$ cat src/common/intc_pkg.sv
// constants, types and helpers shared by the interrupt control logic
// ==========================================================================
// How it works
// RQ1 - every source except software and undefined-instruction has a request latch set by request
// RQ2 - the accepted source's latch clears as soon as acceptance begins
// RQ3 - reset clears every request latch
// RQ4 - software reads latches and clears by writing zero; writes never set
// RQ5 - software keeps watchdog and first external latches by writing ones there
// RQ6 - software clears latches with plain loads, never read-modify-write
// RQ7 - watchdog, software and undefined-instruction requests ignore all enables
// RQ8 - enable bytes are plain read/write storage, bit operations included
// RQ9 - master enable zero blocks every maskable source; one lets enabled ones through
// RQ10 - acceptance stacks master enable inside the status word, then clears it
// RQ11 - maskable return sets master enable
// RQ12 - non-maskable return restores master enable only if stacked value was one
// RQ13 - master enable is bit 0 of low enable byte, set/cleared by instructions, reset zero
// RQ14 - per-source enables gate acceptance and reset to zero
// RQ15 - software disables master enable around enable or latch changes
// RQ16 - software never sets master enable and a source enable in one write
// RQ17 - a latched request stays pending until accepted, reset or software clear
// RQ18 - acceptance takes 12 machine cycles after the current instruction ends
// RQ19 - push status high, low, pc extended, high, low; stack pointer drops by 5
// RQ20 - load vector into pc, add upper 4 bits of bank code to bank selector
// RQ21 - nesting counter starts at zero, counts acceptances up and returns down
// RQ22 - acceptance begins within 62 oscillator periods of an enabled latch setting
// RQ23 - simultaneous requests are taken in fixed priority order
// RQ24 - both returns pop pc and status word and raise the stack pointer by 5
// RQ25 - requests are sampled in the final cycle of each instruction
package intc_pkg;

  // ========================================================================
  // register addresses in the special function area
  localparam logic [7:0] ADDR_EN_32_39  = 8'h2A;
  localparam logic [7:0] ADDR_LAT_32_39 = 8'h2B;
  localparam logic [7:0] ADDR_EN_16_23  = 8'h2C;
  localparam logic [7:0] ADDR_EN_24_31  = 8'h2D;
  localparam logic [7:0] ADDR_LAT_16_23 = 8'h2E;
  localparam logic [7:0] ADDR_LAT_24_31 = 8'h2F;
  localparam logic [7:0] ADDR_EN_LOW    = 8'h3A;
  localparam logic [7:0] ADDR_EN_8_15   = 8'h3B;
  localparam logic [7:0] ADDR_LAT_2_7   = 8'h3C;
  localparam logic [7:0] ADDR_LAT_8_15  = 8'h3D;

  // ========================================================================
  // source numbering and field positions
  localparam int NUM_SRC       = 40;
  localparam int FIRST_LATCH   = 2;
  localparam int NUM_LAT       = NUM_SRC - FIRST_LATCH;
  localparam int WDT_SRC       = 2;
  localparam int MASTER_BIT    = 0;
  localparam int PSW_IMF_BIT   = 0;
  localparam int BANK_CODE_MSB = 7;
  localparam int BANK_CODE_LSB = 4;
  localparam logic [NUM_LAT-1:0] LAT_RST = '0;
  localparam logic [NUM_SRC-1:3] EN_RST  = '0;
  localparam logic [3:0] NEST_RST = 4'h0;

  // ========================================================================
  // timing: core_clk is taken as the oscillator, four periods per machine cycle
  localparam int CORE_CLK_HZ   = 40_000_000;
  localparam int OSC_PER_MCYC  = 4;
  localparam int ACCEPT_MCYC   = 12;
  localparam int RETURN_MCYC   = 6;
  localparam int ACCEPT_CLKS   = ACCEPT_MCYC * OSC_PER_MCYC;
  localparam int MAX_LAT_OSC   = 62;
  localparam int STACK_BYTES   = 5;
  localparam int VEC_BYTES     = 4;
  localparam logic [15:0] SP_STEP = 16'h0005;

  // ========================================================================
  // vector table
  localparam logic [19:0] VEC_LOW_BASE  = 20'hFFFFC;
  localparam logic [19:0] VEC_HIGH_BASE = 20'hFFF3C;
  localparam logic [19:0] VEC_SWI       = 20'hFEFE8;
  localparam logic [19:0] VEC_UNDEF     = 20'hFEFE4; // arbitrary value
  localparam int VEC_SPLIT = 32;

  typedef enum logic [1:0] {SRC_LATCH, SRC_SWI, SRC_UNDEF} src_kind_e;
  typedef enum logic [1:0] {ST_IDLE, ST_ACCEPT, ST_RETURN} seq_state_e;

  function automatic logic [19:0] vector_of(input logic [5:0] src);
    logic [19:0] ofs;
    ofs = {12'h000, src, 2'b00};
    if (src < 6'(VEC_SPLIT))
      vector_of = VEC_LOW_BASE - ofs;
    else
      vector_of = VEC_HIGH_BASE - (ofs - 20'h00080);
  endfunction : vector_of

endpackage : intc_pkg

$ cat src/design/request_latch_bank.sv
// bank of request latches: hardware set, acceptance clear, software clear
`timescale 1ns/1ps
module request_latch_bank
  import intc_pkg::*;
#(
  parameter int N = NUM_LAT
) (
  input  wire logic         core_clk,   // core clock
  input  wire logic         rst_n,      // synchronous reset, active low
  input  wire logic [N-1:0] set_req,    // request pulses from sources
  input  wire logic [N-1:0] clr_accept, // one-hot clear at acceptance
  input  wire logic [N-1:0] clr_soft,   // clear mask from a software write
  output logic      [N-1:0] latch_r     // held requests
);

  logic [N-1:0] grow;

  assign grow = latch_r | set_req;

  // a request landing with a clear is kept: set wins
  always_ff @(posedge core_clk) begin
    if (!rst_n) begin
      latch_r <= LAT_RST; // [RQ3]
    end else begin
      latch_r <= (latch_r & ~(clr_accept | clr_soft)) | set_req; // [RQ1] [RQ2] [RQ4] [RQ17]
    end
  end

  chk_latch_set_holds: assert property (@(posedge core_clk) disable iff (!rst_n) // [RQ1]
    (set_req != '0) |=> ((latch_r & $past(set_req)) == $past(set_req)))
    else $error("request pulse did not set its latch");

  chk_soft_never_sets: assert property (@(posedge core_clk) disable iff (!rst_n) // [RQ4]
    1'b1 |=> ((latch_r & ~$past(grow)) == '0))
    else $error("latch rose without a request");

  chk_reset_clears: assert property (@(posedge core_clk) // [RQ3]
    !rst_n |=> (latch_r == '0))
    else $error("reset left a latch set");

endmodule : request_latch_bank

$ cat src/design/prioritized_interrupt_control.sv
// interrupt control: latches, enables, priority, acceptance and return sequences
`timescale 1ns/1ps
module prioritized_interrupt_control
  import intc_pkg::*;
(
  input  wire logic               core_clk,     // core clock
  input  wire logic               rst_n,        // synchronous reset, active low
  input  wire logic [NUM_SRC-1:2] src_req,      // request pulses, sources 2..39
  input  wire logic               swi_req,      // software interrupt request
  input  wire logic               undef_req,    // undefined instruction request
  input  wire logic               instr_final,  // final cycle of an instruction
  input  wire logic               ei_instr,     // enable_all_instr executes
  input  wire logic               di_instr,     // disable_all_instr executes
  input  wire logic               maskable_return_instr_instr,   // maskable_return_instr executes
  input  wire logic               nonmaskable_return_instr_instr,   // nonmaskable_return_instr executes
  input  wire logic [7:0]         sfr_addr,     // register address
  input  wire logic               sfr_wr,       // register write strobe
  input  wire logic               sfr_rd,       // register read strobe
  input  wire logic [7:0]         sfr_wdata,    // register write data
  output logic      [7:0]         sfr_rdata_r,  // register read data
  input  wire logic [15:0]        psw_in,       // current status word
  input  wire logic [19:0]        pc_in,        // return address
  input  wire logic [15:0]        sp_in,        // current stack pointer
  input  wire logic [3:0]         bank_in,      // current bank selector
  input  wire logic [7:0]         mem_rdata,    // memory read data
  output logic                    mem_wr_r,     // memory write strobe
  output logic                    mem_rd_r,     // memory read strobe
  output logic      [19:0]        mem_addr_r,   // memory address
  output logic      [7:0]         mem_wdata_r,  // memory write data
  output logic                    pc_load_r,    // load pc_out_r into pc
  output logic      [19:0]        pc_out_r,     // new program counter
  output logic                    sp_load_r,    // load sp_out_r into sp
  output logic      [15:0]        sp_out_r,     // new stack pointer
  output logic                    psw_load_r,   // load psw_out_r after return
  output logic      [15:0]        psw_out_r,    // restored status word
  output logic                    bank_load_r,  // load bank_out_r into selector
  output logic      [3:0]         bank_out_r,   // new bank selector
  output logic                    busy_r,       // a sequence is running
  output logic      [3:0]         nest_count_r, // interrupt nesting depth
  output logic                    master_r      // master_enable_flag state
);

  localparam int CHK_ACC_DLY = ACCEPT_CLKS + 1;

  // ==========================================================================
  // storage
  seq_state_e            state_r;
  src_kind_e             kind_r;
  logic [5:0]            win_src_r;
  logic [3:0]            step_r;
  logic [1:0]            phase_r;
  logic [15:0]           sp_base_r;
  logic [15:0]           psw_save_r;
  logic [19:0]           pc_save_r;
  logic [3:0]            bank_save_r;
  logic [19:0]           vec_r;
  logic [3:0]            bank_code_r;
  logic [39:0]           pop_r;
  logic                  nonmaskable_return_instr_r;
  logic [NUM_SRC-1:3]    en_r;
  logic [NUM_LAT-1:0]    latch_r;

  // ==========================================================================
  // decode and priority
  logic [NUM_SRC-1:0]    lat40;
  logic [NUM_SRC-1:0]    en40;
  logic [NUM_SRC-1:0]    en_nxt40;
  logic [NUM_SRC-1:0]    clr40;
  logic [NUM_LAT-1:0]    clr_accept;
  logic                  take;
  src_kind_e             take_kind;
  logic [5:0]            take_src;
  logic                  acc_start;
  logic                  ret_start;
  logic                  acc_done;
  logic                  ret_done;
  logic                  step_edge;
  logic                  cap_edge;

  assign lat40 = {latch_r, 2'b00};
  assign en40  = {en_r, 2'b00, master_r};

  // lowest source number wins, except software (1) outranks undefined-instruction (0); no enables apply to the pseudo non-maskable ones
  always_comb begin
    take      = 1'b0;
    take_kind = SRC_LATCH;
    take_src  = 6'h00;
    for (int i = NUM_SRC - 1; i >= FIRST_LATCH; i--) begin
      if (lat40[i] && (i == WDT_SRC || (master_r && en40[i]))) begin // [RQ7] [RQ9] [RQ14]
        take     = 1'b1;
        take_src = 6'(i); // [RQ23]
      end
    end
    if (undef_req) begin // [RQ7]
      take      = 1'b1;
      take_kind = SRC_UNDEF;
      take_src  = 6'h00;
    end
    if (swi_req) begin // [RQ7]
      take      = 1'b1;
      take_kind = SRC_SWI;
      take_src  = 6'h01;
    end
  end

  // sampling happens only at an instruction's final cycle, so it can follow a return
  assign acc_start = (state_r == ST_IDLE) && instr_final && take; // [RQ25] [RQ22]
  assign ret_start = (state_r == ST_IDLE) && !acc_start && (maskable_return_instr_instr || nonmaskable_return_instr_instr);
  assign step_edge = (phase_r == 2'd0);
  assign cap_edge  = (phase_r == 2'd2);
  assign acc_done  = (state_r == ST_ACCEPT) && (step_r == 4'(ACCEPT_MCYC - 1)) &&
                     (phase_r == 2'(OSC_PER_MCYC - 1)); // [RQ18]
  assign ret_done  = (state_r == ST_RETURN) && (step_r == 4'(RETURN_MCYC - 1)) &&
                     (phase_r == 2'(OSC_PER_MCYC - 1));

  always_comb begin
    clr_accept = '0;
    if (acc_start && take_kind == SRC_LATCH) begin
      clr_accept[take_src - 6'(FIRST_LATCH)] = 1'b1; // [RQ2]
    end
  end

  // ==========================================================================
  // software access to latches: zeros clear, ones leave the bit alone
  always_comb begin
    clr40 = '0;
    if (sfr_wr) begin
      unique case (sfr_addr)
        ADDR_LAT_2_7:   clr40[7:0]   = ~sfr_wdata; // [RQ4]
        ADDR_LAT_8_15:  clr40[15:8]  = ~sfr_wdata;
        ADDR_LAT_16_23: clr40[23:16] = ~sfr_wdata;
        ADDR_LAT_24_31: clr40[31:24] = ~sfr_wdata;
        ADDR_LAT_32_39: clr40[39:32] = ~sfr_wdata;
        default:        clr40        = '0;
      endcase
    end
  end

  request_latch_bank #(
    .N          (NUM_LAT)
  ) u_latches (
    .core_clk   (core_clk),
    .rst_n      (rst_n),
    .set_req    (src_req),
    .clr_accept (clr_accept),
    .clr_soft   (clr40[NUM_SRC-1:FIRST_LATCH]),
    .latch_r    (latch_r)
  );

  // ==========================================================================
  // enable bytes: plain storage, so bit operations on them are safe
  always_comb begin
    en_nxt40 = en40;
    if (sfr_wr) begin
      unique case (sfr_addr)
        ADDR_EN_LOW:   en_nxt40[7:0]   = sfr_wdata; // [RQ8]
        ADDR_EN_8_15:  en_nxt40[15:8]  = sfr_wdata;
        ADDR_EN_16_23: en_nxt40[23:16] = sfr_wdata;
        ADDR_EN_24_31: en_nxt40[31:24] = sfr_wdata;
        ADDR_EN_32_39: en_nxt40[39:32] = sfr_wdata;
        default:       en_nxt40        = en40;
      endcase
    end
  end

  always_ff @(posedge core_clk) begin
    if (!rst_n) begin
      en_r <= EN_RST; // [RQ14]
    end else begin
      en_r <= en_nxt40[NUM_SRC-1:3]; // [RQ8]
    end
  end

  // acceptance outranks everything; software writes are the weakest source
  always_ff @(posedge core_clk) begin
    if (!rst_n) begin
      master_r <= 1'b0; // [RQ13]
    end else if (acc_start) begin
      master_r <= 1'b0; // [RQ10]
    end else if (ret_done) begin
      master_r <= nonmaskable_return_instr_r ? pop_r[24 + PSW_IMF_BIT] : 1'b1; // [RQ11] [RQ12]
    end else if (di_instr) begin
      master_r <= 1'b0; // [RQ13]
    end else if (ei_instr) begin
      master_r <= 1'b1; // [RQ13]
    end else if (sfr_wr && sfr_addr == ADDR_EN_LOW) begin
      master_r <= sfr_wdata[MASTER_BIT]; // [RQ13]
    end
  end

  always_ff @(posedge core_clk) begin
    if (!rst_n) begin
      sfr_rdata_r <= 8'h00;
    end else if (sfr_rd) begin
      unique case (sfr_addr)
        ADDR_LAT_2_7:   sfr_rdata_r <= lat40[7:0]; // [RQ4]
        ADDR_LAT_8_15:  sfr_rdata_r <= lat40[15:8];
        ADDR_LAT_16_23: sfr_rdata_r <= lat40[23:16];
        ADDR_LAT_24_31: sfr_rdata_r <= lat40[31:24];
        ADDR_LAT_32_39: sfr_rdata_r <= lat40[39:32];
        ADDR_EN_LOW:    sfr_rdata_r <= en40[7:0]; // [RQ8]
        ADDR_EN_8_15:   sfr_rdata_r <= en40[15:8];
        ADDR_EN_16_23:  sfr_rdata_r <= en40[23:16];
        ADDR_EN_24_31:  sfr_rdata_r <= en40[31:24];
        ADDR_EN_32_39:  sfr_rdata_r <= en40[39:32];
        default:        sfr_rdata_r <= 8'h00;
      endcase
    end
  end

  // ==========================================================================
  // sequencer: one memory access at the start of each of the first nine accept or first five return machine cycles
  always_ff @(posedge core_clk) begin
    if (!rst_n) begin
      state_r <= ST_IDLE;
      step_r  <= 4'h0;
      phase_r <= 2'd0;
      busy_r  <= 1'b0;
    end else if (acc_start) begin
      state_r <= ST_ACCEPT;
      step_r  <= 4'h0;
      phase_r <= 2'd0;
      busy_r  <= 1'b1;
    end else if (ret_start) begin
      state_r <= ST_RETURN;
      step_r  <= 4'h0;
      phase_r <= 2'd0;
      busy_r  <= 1'b1;
    end else if (acc_done || ret_done) begin
      state_r <= ST_IDLE;
      busy_r  <= 1'b0;
    end else if (state_r != ST_IDLE) begin
      phase_r <= phase_r + 2'd1;
      if (phase_r == 2'(OSC_PER_MCYC - 1)) begin
        step_r <= step_r + 4'h1;
      end
    end
  end

  // snapshot taken at acceptance; the master flag goes into the stacked word
  always_ff @(posedge core_clk) begin
    if (!rst_n) begin
      kind_r      <= SRC_LATCH;
      win_src_r   <= 6'h00;
      sp_base_r   <= 16'h0000;
      psw_save_r  <= 16'h0000;
      pc_save_r   <= 20'h00000;
      bank_save_r <= 4'h0;
      nonmaskable_return_instr_r      <= 1'b0;
    end else if (acc_start) begin
      kind_r      <= take_kind;
      win_src_r   <= take_src;
      sp_base_r   <= sp_in;
      psw_save_r  <= {psw_in[15:1], master_r}; // [RQ10]
      pc_save_r   <= pc_in;
      bank_save_r <= bank_in;
    end else if (ret_start) begin
      sp_base_r   <= sp_in;
      nonmaskable_return_instr_r      <= nonmaskable_return_instr_instr;
    end
  end

  // memory strobes last one clock; read data is taken two clocks later
  always_ff @(posedge core_clk) begin
    if (!rst_n) begin
      mem_wr_r    <= 1'b0;
      mem_rd_r    <= 1'b0;
      mem_addr_r  <= 20'h00000;
      mem_wdata_r <= 8'h00;
    end else begin
      mem_wr_r <= 1'b0;
      mem_rd_r <= 1'b0;
      if (state_r == ST_ACCEPT && step_edge && step_r < 4'(STACK_BYTES)) begin
        mem_wr_r   <= 1'b1; // [RQ19]
        mem_addr_r <= {4'h0, sp_base_r - {12'h000, step_r}};
        unique case (step_r)
          4'h0:    mem_wdata_r <= psw_save_r[15:8];
          4'h1:    mem_wdata_r <= psw_save_r[7:0];
          4'h2:    mem_wdata_r <= {4'h0, pc_save_r[19:16]};
          4'h3:    mem_wdata_r <= pc_save_r[15:8];
          default: mem_wdata_r <= pc_save_r[7:0];
        endcase
      end else if (state_r == ST_ACCEPT && step_edge &&
                   step_r < 4'(STACK_BYTES + VEC_BYTES)) begin
        mem_rd_r   <= 1'b1; // [RQ20]
        mem_addr_r <= vector_addr() + {16'h0000, step_r - 4'(STACK_BYTES)};
      end else if (state_r == ST_RETURN && step_edge && step_r < 4'(STACK_BYTES)) begin
        mem_rd_r   <= 1'b1; // [RQ24]
        mem_addr_r <= {4'h0, sp_base_r + 16'h0001 + {12'h000, step_r}};
      end
    end
  end

  function automatic logic [19:0] vector_addr();
    unique case (kind_r)
      SRC_SWI:   vector_addr = VEC_SWI;
      SRC_UNDEF: vector_addr = VEC_UNDEF;
      default:   vector_addr = vector_of(win_src_r);
    endcase
  endfunction : vector_addr

  always_ff @(posedge core_clk) begin
    if (!rst_n) begin
      vec_r <= 20'h00000;
      pop_r <= 40'h0000000000;
      bank_code_r <= 4'h0;
    end else if (cap_edge && state_r == ST_ACCEPT && step_r >= 4'(STACK_BYTES) &&
                 step_r < 4'(STACK_BYTES + VEC_BYTES)) begin
      unique case (step_r)
        4'h5:    vec_r[7:0]   <= mem_rdata;
        4'h6:    vec_r[15:8]  <= mem_rdata;
        4'h7:    vec_r[19:16] <= mem_rdata[3:0];
        default: bank_code_r <= mem_rdata[BANK_CODE_MSB:BANK_CODE_LSB]; // [RQ20]
      endcase
    end else if (cap_edge && state_r == ST_RETURN && step_r < 4'(STACK_BYTES)) begin
      pop_r <= {mem_rdata, pop_r[39:8]}; // [RQ24]
    end
  end

  // ==========================================================================
  // results handed to the core at the end of each sequence
  always_ff @(posedge core_clk) begin
    if (!rst_n) begin
      pc_load_r   <= 1'b0;
      pc_out_r    <= 20'h00000;
      sp_load_r   <= 1'b0;
      sp_out_r    <= 16'h0000;
      psw_load_r  <= 1'b0;
      psw_out_r   <= 16'h0000;
      bank_load_r <= 1'b0;
      bank_out_r  <= 4'h0;
    end else begin
      pc_load_r   <= acc_done || ret_done;
      sp_load_r   <= acc_done || ret_done;
      bank_load_r <= acc_done;
      psw_load_r  <= ret_done;
      if (acc_done) begin
        pc_out_r   <= vec_r; // [RQ20]
        sp_out_r   <= sp_base_r - SP_STEP; // [RQ19]
        bank_out_r <= bank_save_r + bank_code_r; // [RQ20]
      end else if (ret_done) begin
        pc_out_r  <= {pop_r[19:16], pop_r[15:8], pop_r[7:0]}; // [RQ24]
        sp_out_r  <= sp_base_r + SP_STEP; // [RQ24]
        psw_out_r <= {pop_r[39:32], pop_r[31:24]};
      end
    end
  end

  // wraps on underflow by design: no detection
  always_ff @(posedge core_clk) begin
    if (!rst_n) begin
      nest_count_r <= NEST_RST; // [RQ21]
    end else if (acc_done) begin
      nest_count_r <= nest_count_r + 4'h1; // [RQ21]
    end else if (ret_done) begin
      nest_count_r <= nest_count_r - 4'h1; // [RQ21]
    end
  end

  // ==========================================================================
  // checks
  chk_accept_clears_latch: assert property (@(posedge core_clk) disable iff (!rst_n) // [RQ2]
    (acc_start && take_kind == SRC_LATCH && src_req[take_src] == 1'b0)
    |=> (lat40[$past(take_src)] == 1'b0))
    else $error("accepted latch not cleared");

  chk_master_blocks: assert property (@(posedge core_clk) disable iff (!rst_n) // [RQ9]
    (acc_start && take_kind == SRC_LATCH && take_src != 6'(WDT_SRC)) |-> master_r)
    else $error("maskable source taken with master enable low");

  chk_nmi_ignores_enable: assert property (@(posedge core_clk) disable iff (!rst_n) // [RQ7]
    (state_r == ST_IDLE && instr_final && lat40[WDT_SRC]) |=> busy_r)
    else $error("watchdog request not accepted");

  chk_accept_clears_master: assert property (@(posedge core_clk) disable iff (!rst_n) // [RQ10]
    acc_start |=> (!master_r && psw_save_r[PSW_IMF_BIT] == $past(master_r)))
    else $error("master enable not stacked then cleared");

  chk_accept_length: assert property (@(posedge core_clk) disable iff (!rst_n) // [RQ18]
    acc_start |-> ##CHK_ACC_DLY (pc_load_r && bank_load_r))
    else $error("acceptance did not take twelve machine cycles");

  chk_stack_drop: assert property (@(posedge core_clk) disable iff (!rst_n) // [RQ19]
    (sp_load_r && bank_load_r) |-> (sp_out_r == sp_base_r - SP_STEP))
    else $error("stack pointer not lowered by five");

  chk_maskable_return_instr_sets_master: assert property (@(posedge core_clk) disable iff (!rst_n) // [RQ11]
    (ret_done && !nonmaskable_return_instr_r) |=> master_r)
    else $error("maskable return left master enable low");

  chk_nest_count: assert property (@(posedge core_clk) disable iff (!rst_n) // [RQ21]
    acc_done |=> (nest_count_r == $past(nest_count_r) + 4'h1))
    else $error("nesting counter not raised on acceptance");

endmodule : prioritized_interrupt_control

$ cat config.mk
export PLATFORM = sky130hd
export DESIGN_NAME = prioritized_interrupt_control
export DESIGN_NICKNAME = d
export VERILOG_FILES = /design/src/common/intc_pkg.sv /design/src/design/request_latch_bank.sv /design/src/design/prioritized_interrupt_control.sv
export SDC_FILE = /design/constraint.sdc
export NUM_CORES = 1
export LEC_CHECK = 0
export BUFFER_PORTS_ARGS = -buffer_cell sky130_fd_sc_hd__buf_2
export CORE_MARGIN = 3
export CORE_UTILIZATION = 29
export CTS_CLUSTER_DIAMETER = 80
export DETAILED_ROUTE_END_ITERATION = 7
export PLACE_DENSITY = 0.57
export SKIP_CTS_REPAIR_TIMING = 1
export SKIP_LAST_GASP = 1
export SLEW_MARGIN = 20
export SYNTH_ARGS = -nofsm -noshare
export SYNTH_HDL_FRONTEND = slang
export SYNTH_SLANG_ARGS = --single-unit
export TNS_END_PERCENT = 30
$ cat constraint.sdc
create_clock -name core_clk -period 12 [get_ports core_clk]
set_input_delay 1.2 -clock core_clk [delete_from_list [all_inputs] [get_ports core_clk]]
set_output_delay 1.2 -clock core_clk [all_outputs]
set_load 0.02 [all_outputs]
==> impl_results.md <==
- Slew HR: 24.8%
- Max Freq: about 0.19 GHz
- Largest net degree at the start of global routing: 130
- Layout Nets: roughly 2,300
- CTS tree: built
- Worst setup EP type: flip-flop
- DR iter-0 viols: 1,127
- Vias per cell: 5.19
- Final setup fails: 0
- Final Cycle Share: 43.5%
- Synthesized area per cell: ~8.3 µm²
- FILL cells: 5,672
- Synth area leaders: dfxtp_1, a21boi_0, nand2_1
- Max_cap viols: 0
- Clock Pin Slew Worst Setup and Hold Paths: 0.06 ns
- Syn Nets: 2,093
- ANT cells: 0
- Gpl congestion: 0.930
- Ys Warns: 0
- Worst endpoint required time: between 10 and 15 ns
- Clk sinks: 315
- Async set-reset flop share out of synthesis: 0%
- Core ar.: between 50,000 and 60,000 µm²
- Hold_sp: mem_addr_r[19]
- Gr ovfl total: 0
- Min Hold Slack: between 0.4 and 0.5 ns
- # port buffers: approximately 230
- Most common cell in the synthesized netlist: nand2_1
- Worst path buffer plus inverter count: 2
- Placed cell count: ~2,700
- Total Routing Usage GR: a little under a fifth
- Vias in the first global route: 13,992
- Reg power frac: 42.1%
- Clock Tree Root: clkbuf_16
- Drt drc: 0
- Post-route cell area: 19,100 µm²
- Worst reg2reg setup slack: 6.78 ns
- Std cell rows: between 80 and 90
- Share of layout cells above drive strength 1: around 16%
- Avg WL per Cell: 19.3 µm
- Dpl hpwl: roughly 40,000 µm
- Final Max Tran Viols: 0
- I/O pins: 233
- Internal power: around 1.9 mW
- Total wire length: 54,300 µm
- Path depth of the worst reg2reg path: 13
- Final ANT Viol Nets: 0
- Worst Tran Pin Value: between 1 and 1.5 ns
- Chip width: 241 µm
- Global-route wire length before repair: 82,000 µm
- CP delay by family, top: compound AO/OA/AOI/OAI gates
- Synth top area share: 39.4%
- CP most frequent cell: ha_1
- Hold path endpoint: mem_addr_r[19]
- Status: finished clean
- EDFF count, synth: 0
- Htree depth: 2
- Post-synth top cells: nand2_1, dfxtp_1, a21boi_0
- Pre-antenna DRT Iters: 5
- Min Clock Period, post-route: 5.22 ns
- Worst VDD drop: 87.4 µV
- Die Area: 58,000 µm²
- Yosys cell types: just under 80
- Pwr/cell area: 141 nW/µm²
- Predominant post-synthesis flop cell: dfxtp_1
- Unrepaired setup endpoints after global routing: false
- Critical path arrival: 5.67 ns
- Total CTS buffers: 39
- Synth Cell Area: 16,000 µm²
- PnR worst setup slack: a little under 7 ns
- Initial antenna violation count: 2
- Yosys reg bits: approximately 320
- Final Skew: between 0.015 and 0.02 ns
- Worst setup SP type: flip-flop
- Seq. cell area: between 6000 and 7000 µm²
- RR Startpoint: step_r[1]
- CP max stage cell: nand4_1
- Final cell count without fillers: 2,820
- Clk Latency, worst-skew pair: 0.56 ns
- Seq/Total Area, Yosys: 39.4%
- Post-route setup TNS: 0 ns
- Multi-input logic area: between 9000 and 10,000 µm²
- Hold Crit Class: reg -> reg
- Hold Fails Final Rpt: 0
- Hold path depth: 2
- Synth Instances: 1,917
- Vias post-DR: 14,648
- Area after DPL: around 18,000 µm²
- CTS Buffer Depth: 3
- Net Sw Frac: 27.6%
- Combinational share of power: 12.1%
- Synth-to-layout area growth: 19.3%
- Die H: 241 µm
- CP max FO: 41
- CP cell instances: ha_1 -> nand4_1 -> inv_1 -> buf_4 -> ha_1 -> a211oi_1 -> o21ai_0 -> a221oi_1 -> a211o_1 -> a21oi_1 -> nor3b_1 -> mux2i_1 -> nand2_1
- Slowest stage delay, CP: between 0.6 and 0.7 ns
- Post-place setup slack: 6.82 ns
- Initial Util: 29.5%
- Pleak: between 7 and 8 nW
- Setup CP Type: reg -> reg
- Reg2Reg Capture Point: sp_out_r[15]
- Cell accounting for the most synthesized area: dfxtp_1
- NetSw: between 0.7 and 0.8 mW
- Clock power frac: 45.8%
==> layout by cell type, fill, tap and decap left out, types with 7 or more instances in the layout <==
cell type,n
nand2_1,398
dfxtp_1,315
buf_2,230
a21boi_0,199
nor2b_1,77
o21ai_0,71
inv_1,68
nand3_1,57
a22oi_1,54
mux2i_1,51
nor2_1,50
a31oi_1,48
a21oi_1,45
ha_1,41
clkbuf_16,39
xnor2_1,30
nor3_1,25
and2_1,22
a21boi_1,18
buf_4,15
o211ai_1,14
xor2_1,14
a221oi_1,13
o21a_1,13
and3_1,12
nand2b_1,11
clkbuf_1,11
clkbuf_8,10
a32oi_1,9
o221ai_1,9
o211a_1,8
nand4_1,7
a211oi_1,7
a22o_1,7
==> worst min-delay path: stages (launching register included) <==
cell and delay, ns:
dfxtp_1 0.31, nand2_1 0.05, a21oi_1 0.05
==> per-stage QoR <==
step | util [%] | power [mW]
finish | 35.2 | 2.69
global route | 35.2 | 2.80
CTS | 35.2 | 2.73
detailed placement | 32.7 | 1.48
global placement | 32.7 | 1.48
floorplan | - | 1.36
==> flip-flops by register name, summed over array words and instances, names as in the netlist, 8 cells and up <==
name and count:
en_r 37, pc_save_r 20, sp_base_r 16, sp_out_r 16, mem_wdata_r 8, pc_out_r 20
psw_save_r 16, u_latches.latch_r 38, sfr_rdata_r 8, psw_out_r 16, vec_r 20, mem_addr_r 20
pop_r 40
==> routing by layer <==
metal	share of wire [%]	wire length, µm	vias to the layer above	GRT usage (%)
li1	-	-	7121	-
met1	47	25300	6991	25.2
met2	45	24200	437	28.3
met3	6.0	3270	95	3.47
met4	2.8	1520	4	5.54
met5	0.050	27	-	0
==> worst max-delay path by stage <==
stage / start / to / slack, ns / depth (start not counted)
floorplan: step_r[1] / sp_out_r[15] / 7.97 / 14
global placement: step_r[1] / sp_out_r[15] / 6.89 / 13
detailed placement: step_r[1] / sp_out_r[15] / 6.82 / 13
CTS: step_r[1] / sp_out_r[15] / 6.79 / 13
global route: step_r[1] / sp_out_r[15] / 6.38 / 13
finish: step_r[1] / sp_out_r[15] / 6.78 / 13
==> final cells by class <==
class                           count  area share [%]
Clock inverter                     12            1.10
Clock buffer                       60            6.05
Multi-Input combinational cell   1422            47.2
Timing Repair Buffer              246            6.68
Sequential cell                   315            33.0
Inverter                           69            1.37
Tap cell                          696            4.56
==> logic make-up (layout without fill, tap and decap cells) <==
family / after synthesis / count (layout) / synth area share (%)
DFF: 315 / 315 / 39.4
buffers and inverters: 180 / 387 / 4.48
muxes: 58 / 58 / 3.89
and+or+nand+nor: 697 / 697 / 20.0
xor gates and xnor gates: 44 / 44 / 2.41
adders and majority gates: 47 / 47 / 3.96
AOI/OAI and AO/OA: 576 / 576 / 25.8
==> power by group through the flow <==
stage	Clock [mW]	Sequential (mW)	Combinational (mW)
after floorplan	0	1.15	0.205
after global placement	0	1.15	0.322
after detailed placement	0	1.15	0.328
after CTS	1.27	1.13	0.329
after global routing	1.30	1.14	0.362
final	1.23	1.13	0.326
No activity file was read; power rests on OpenSTA's default activity.
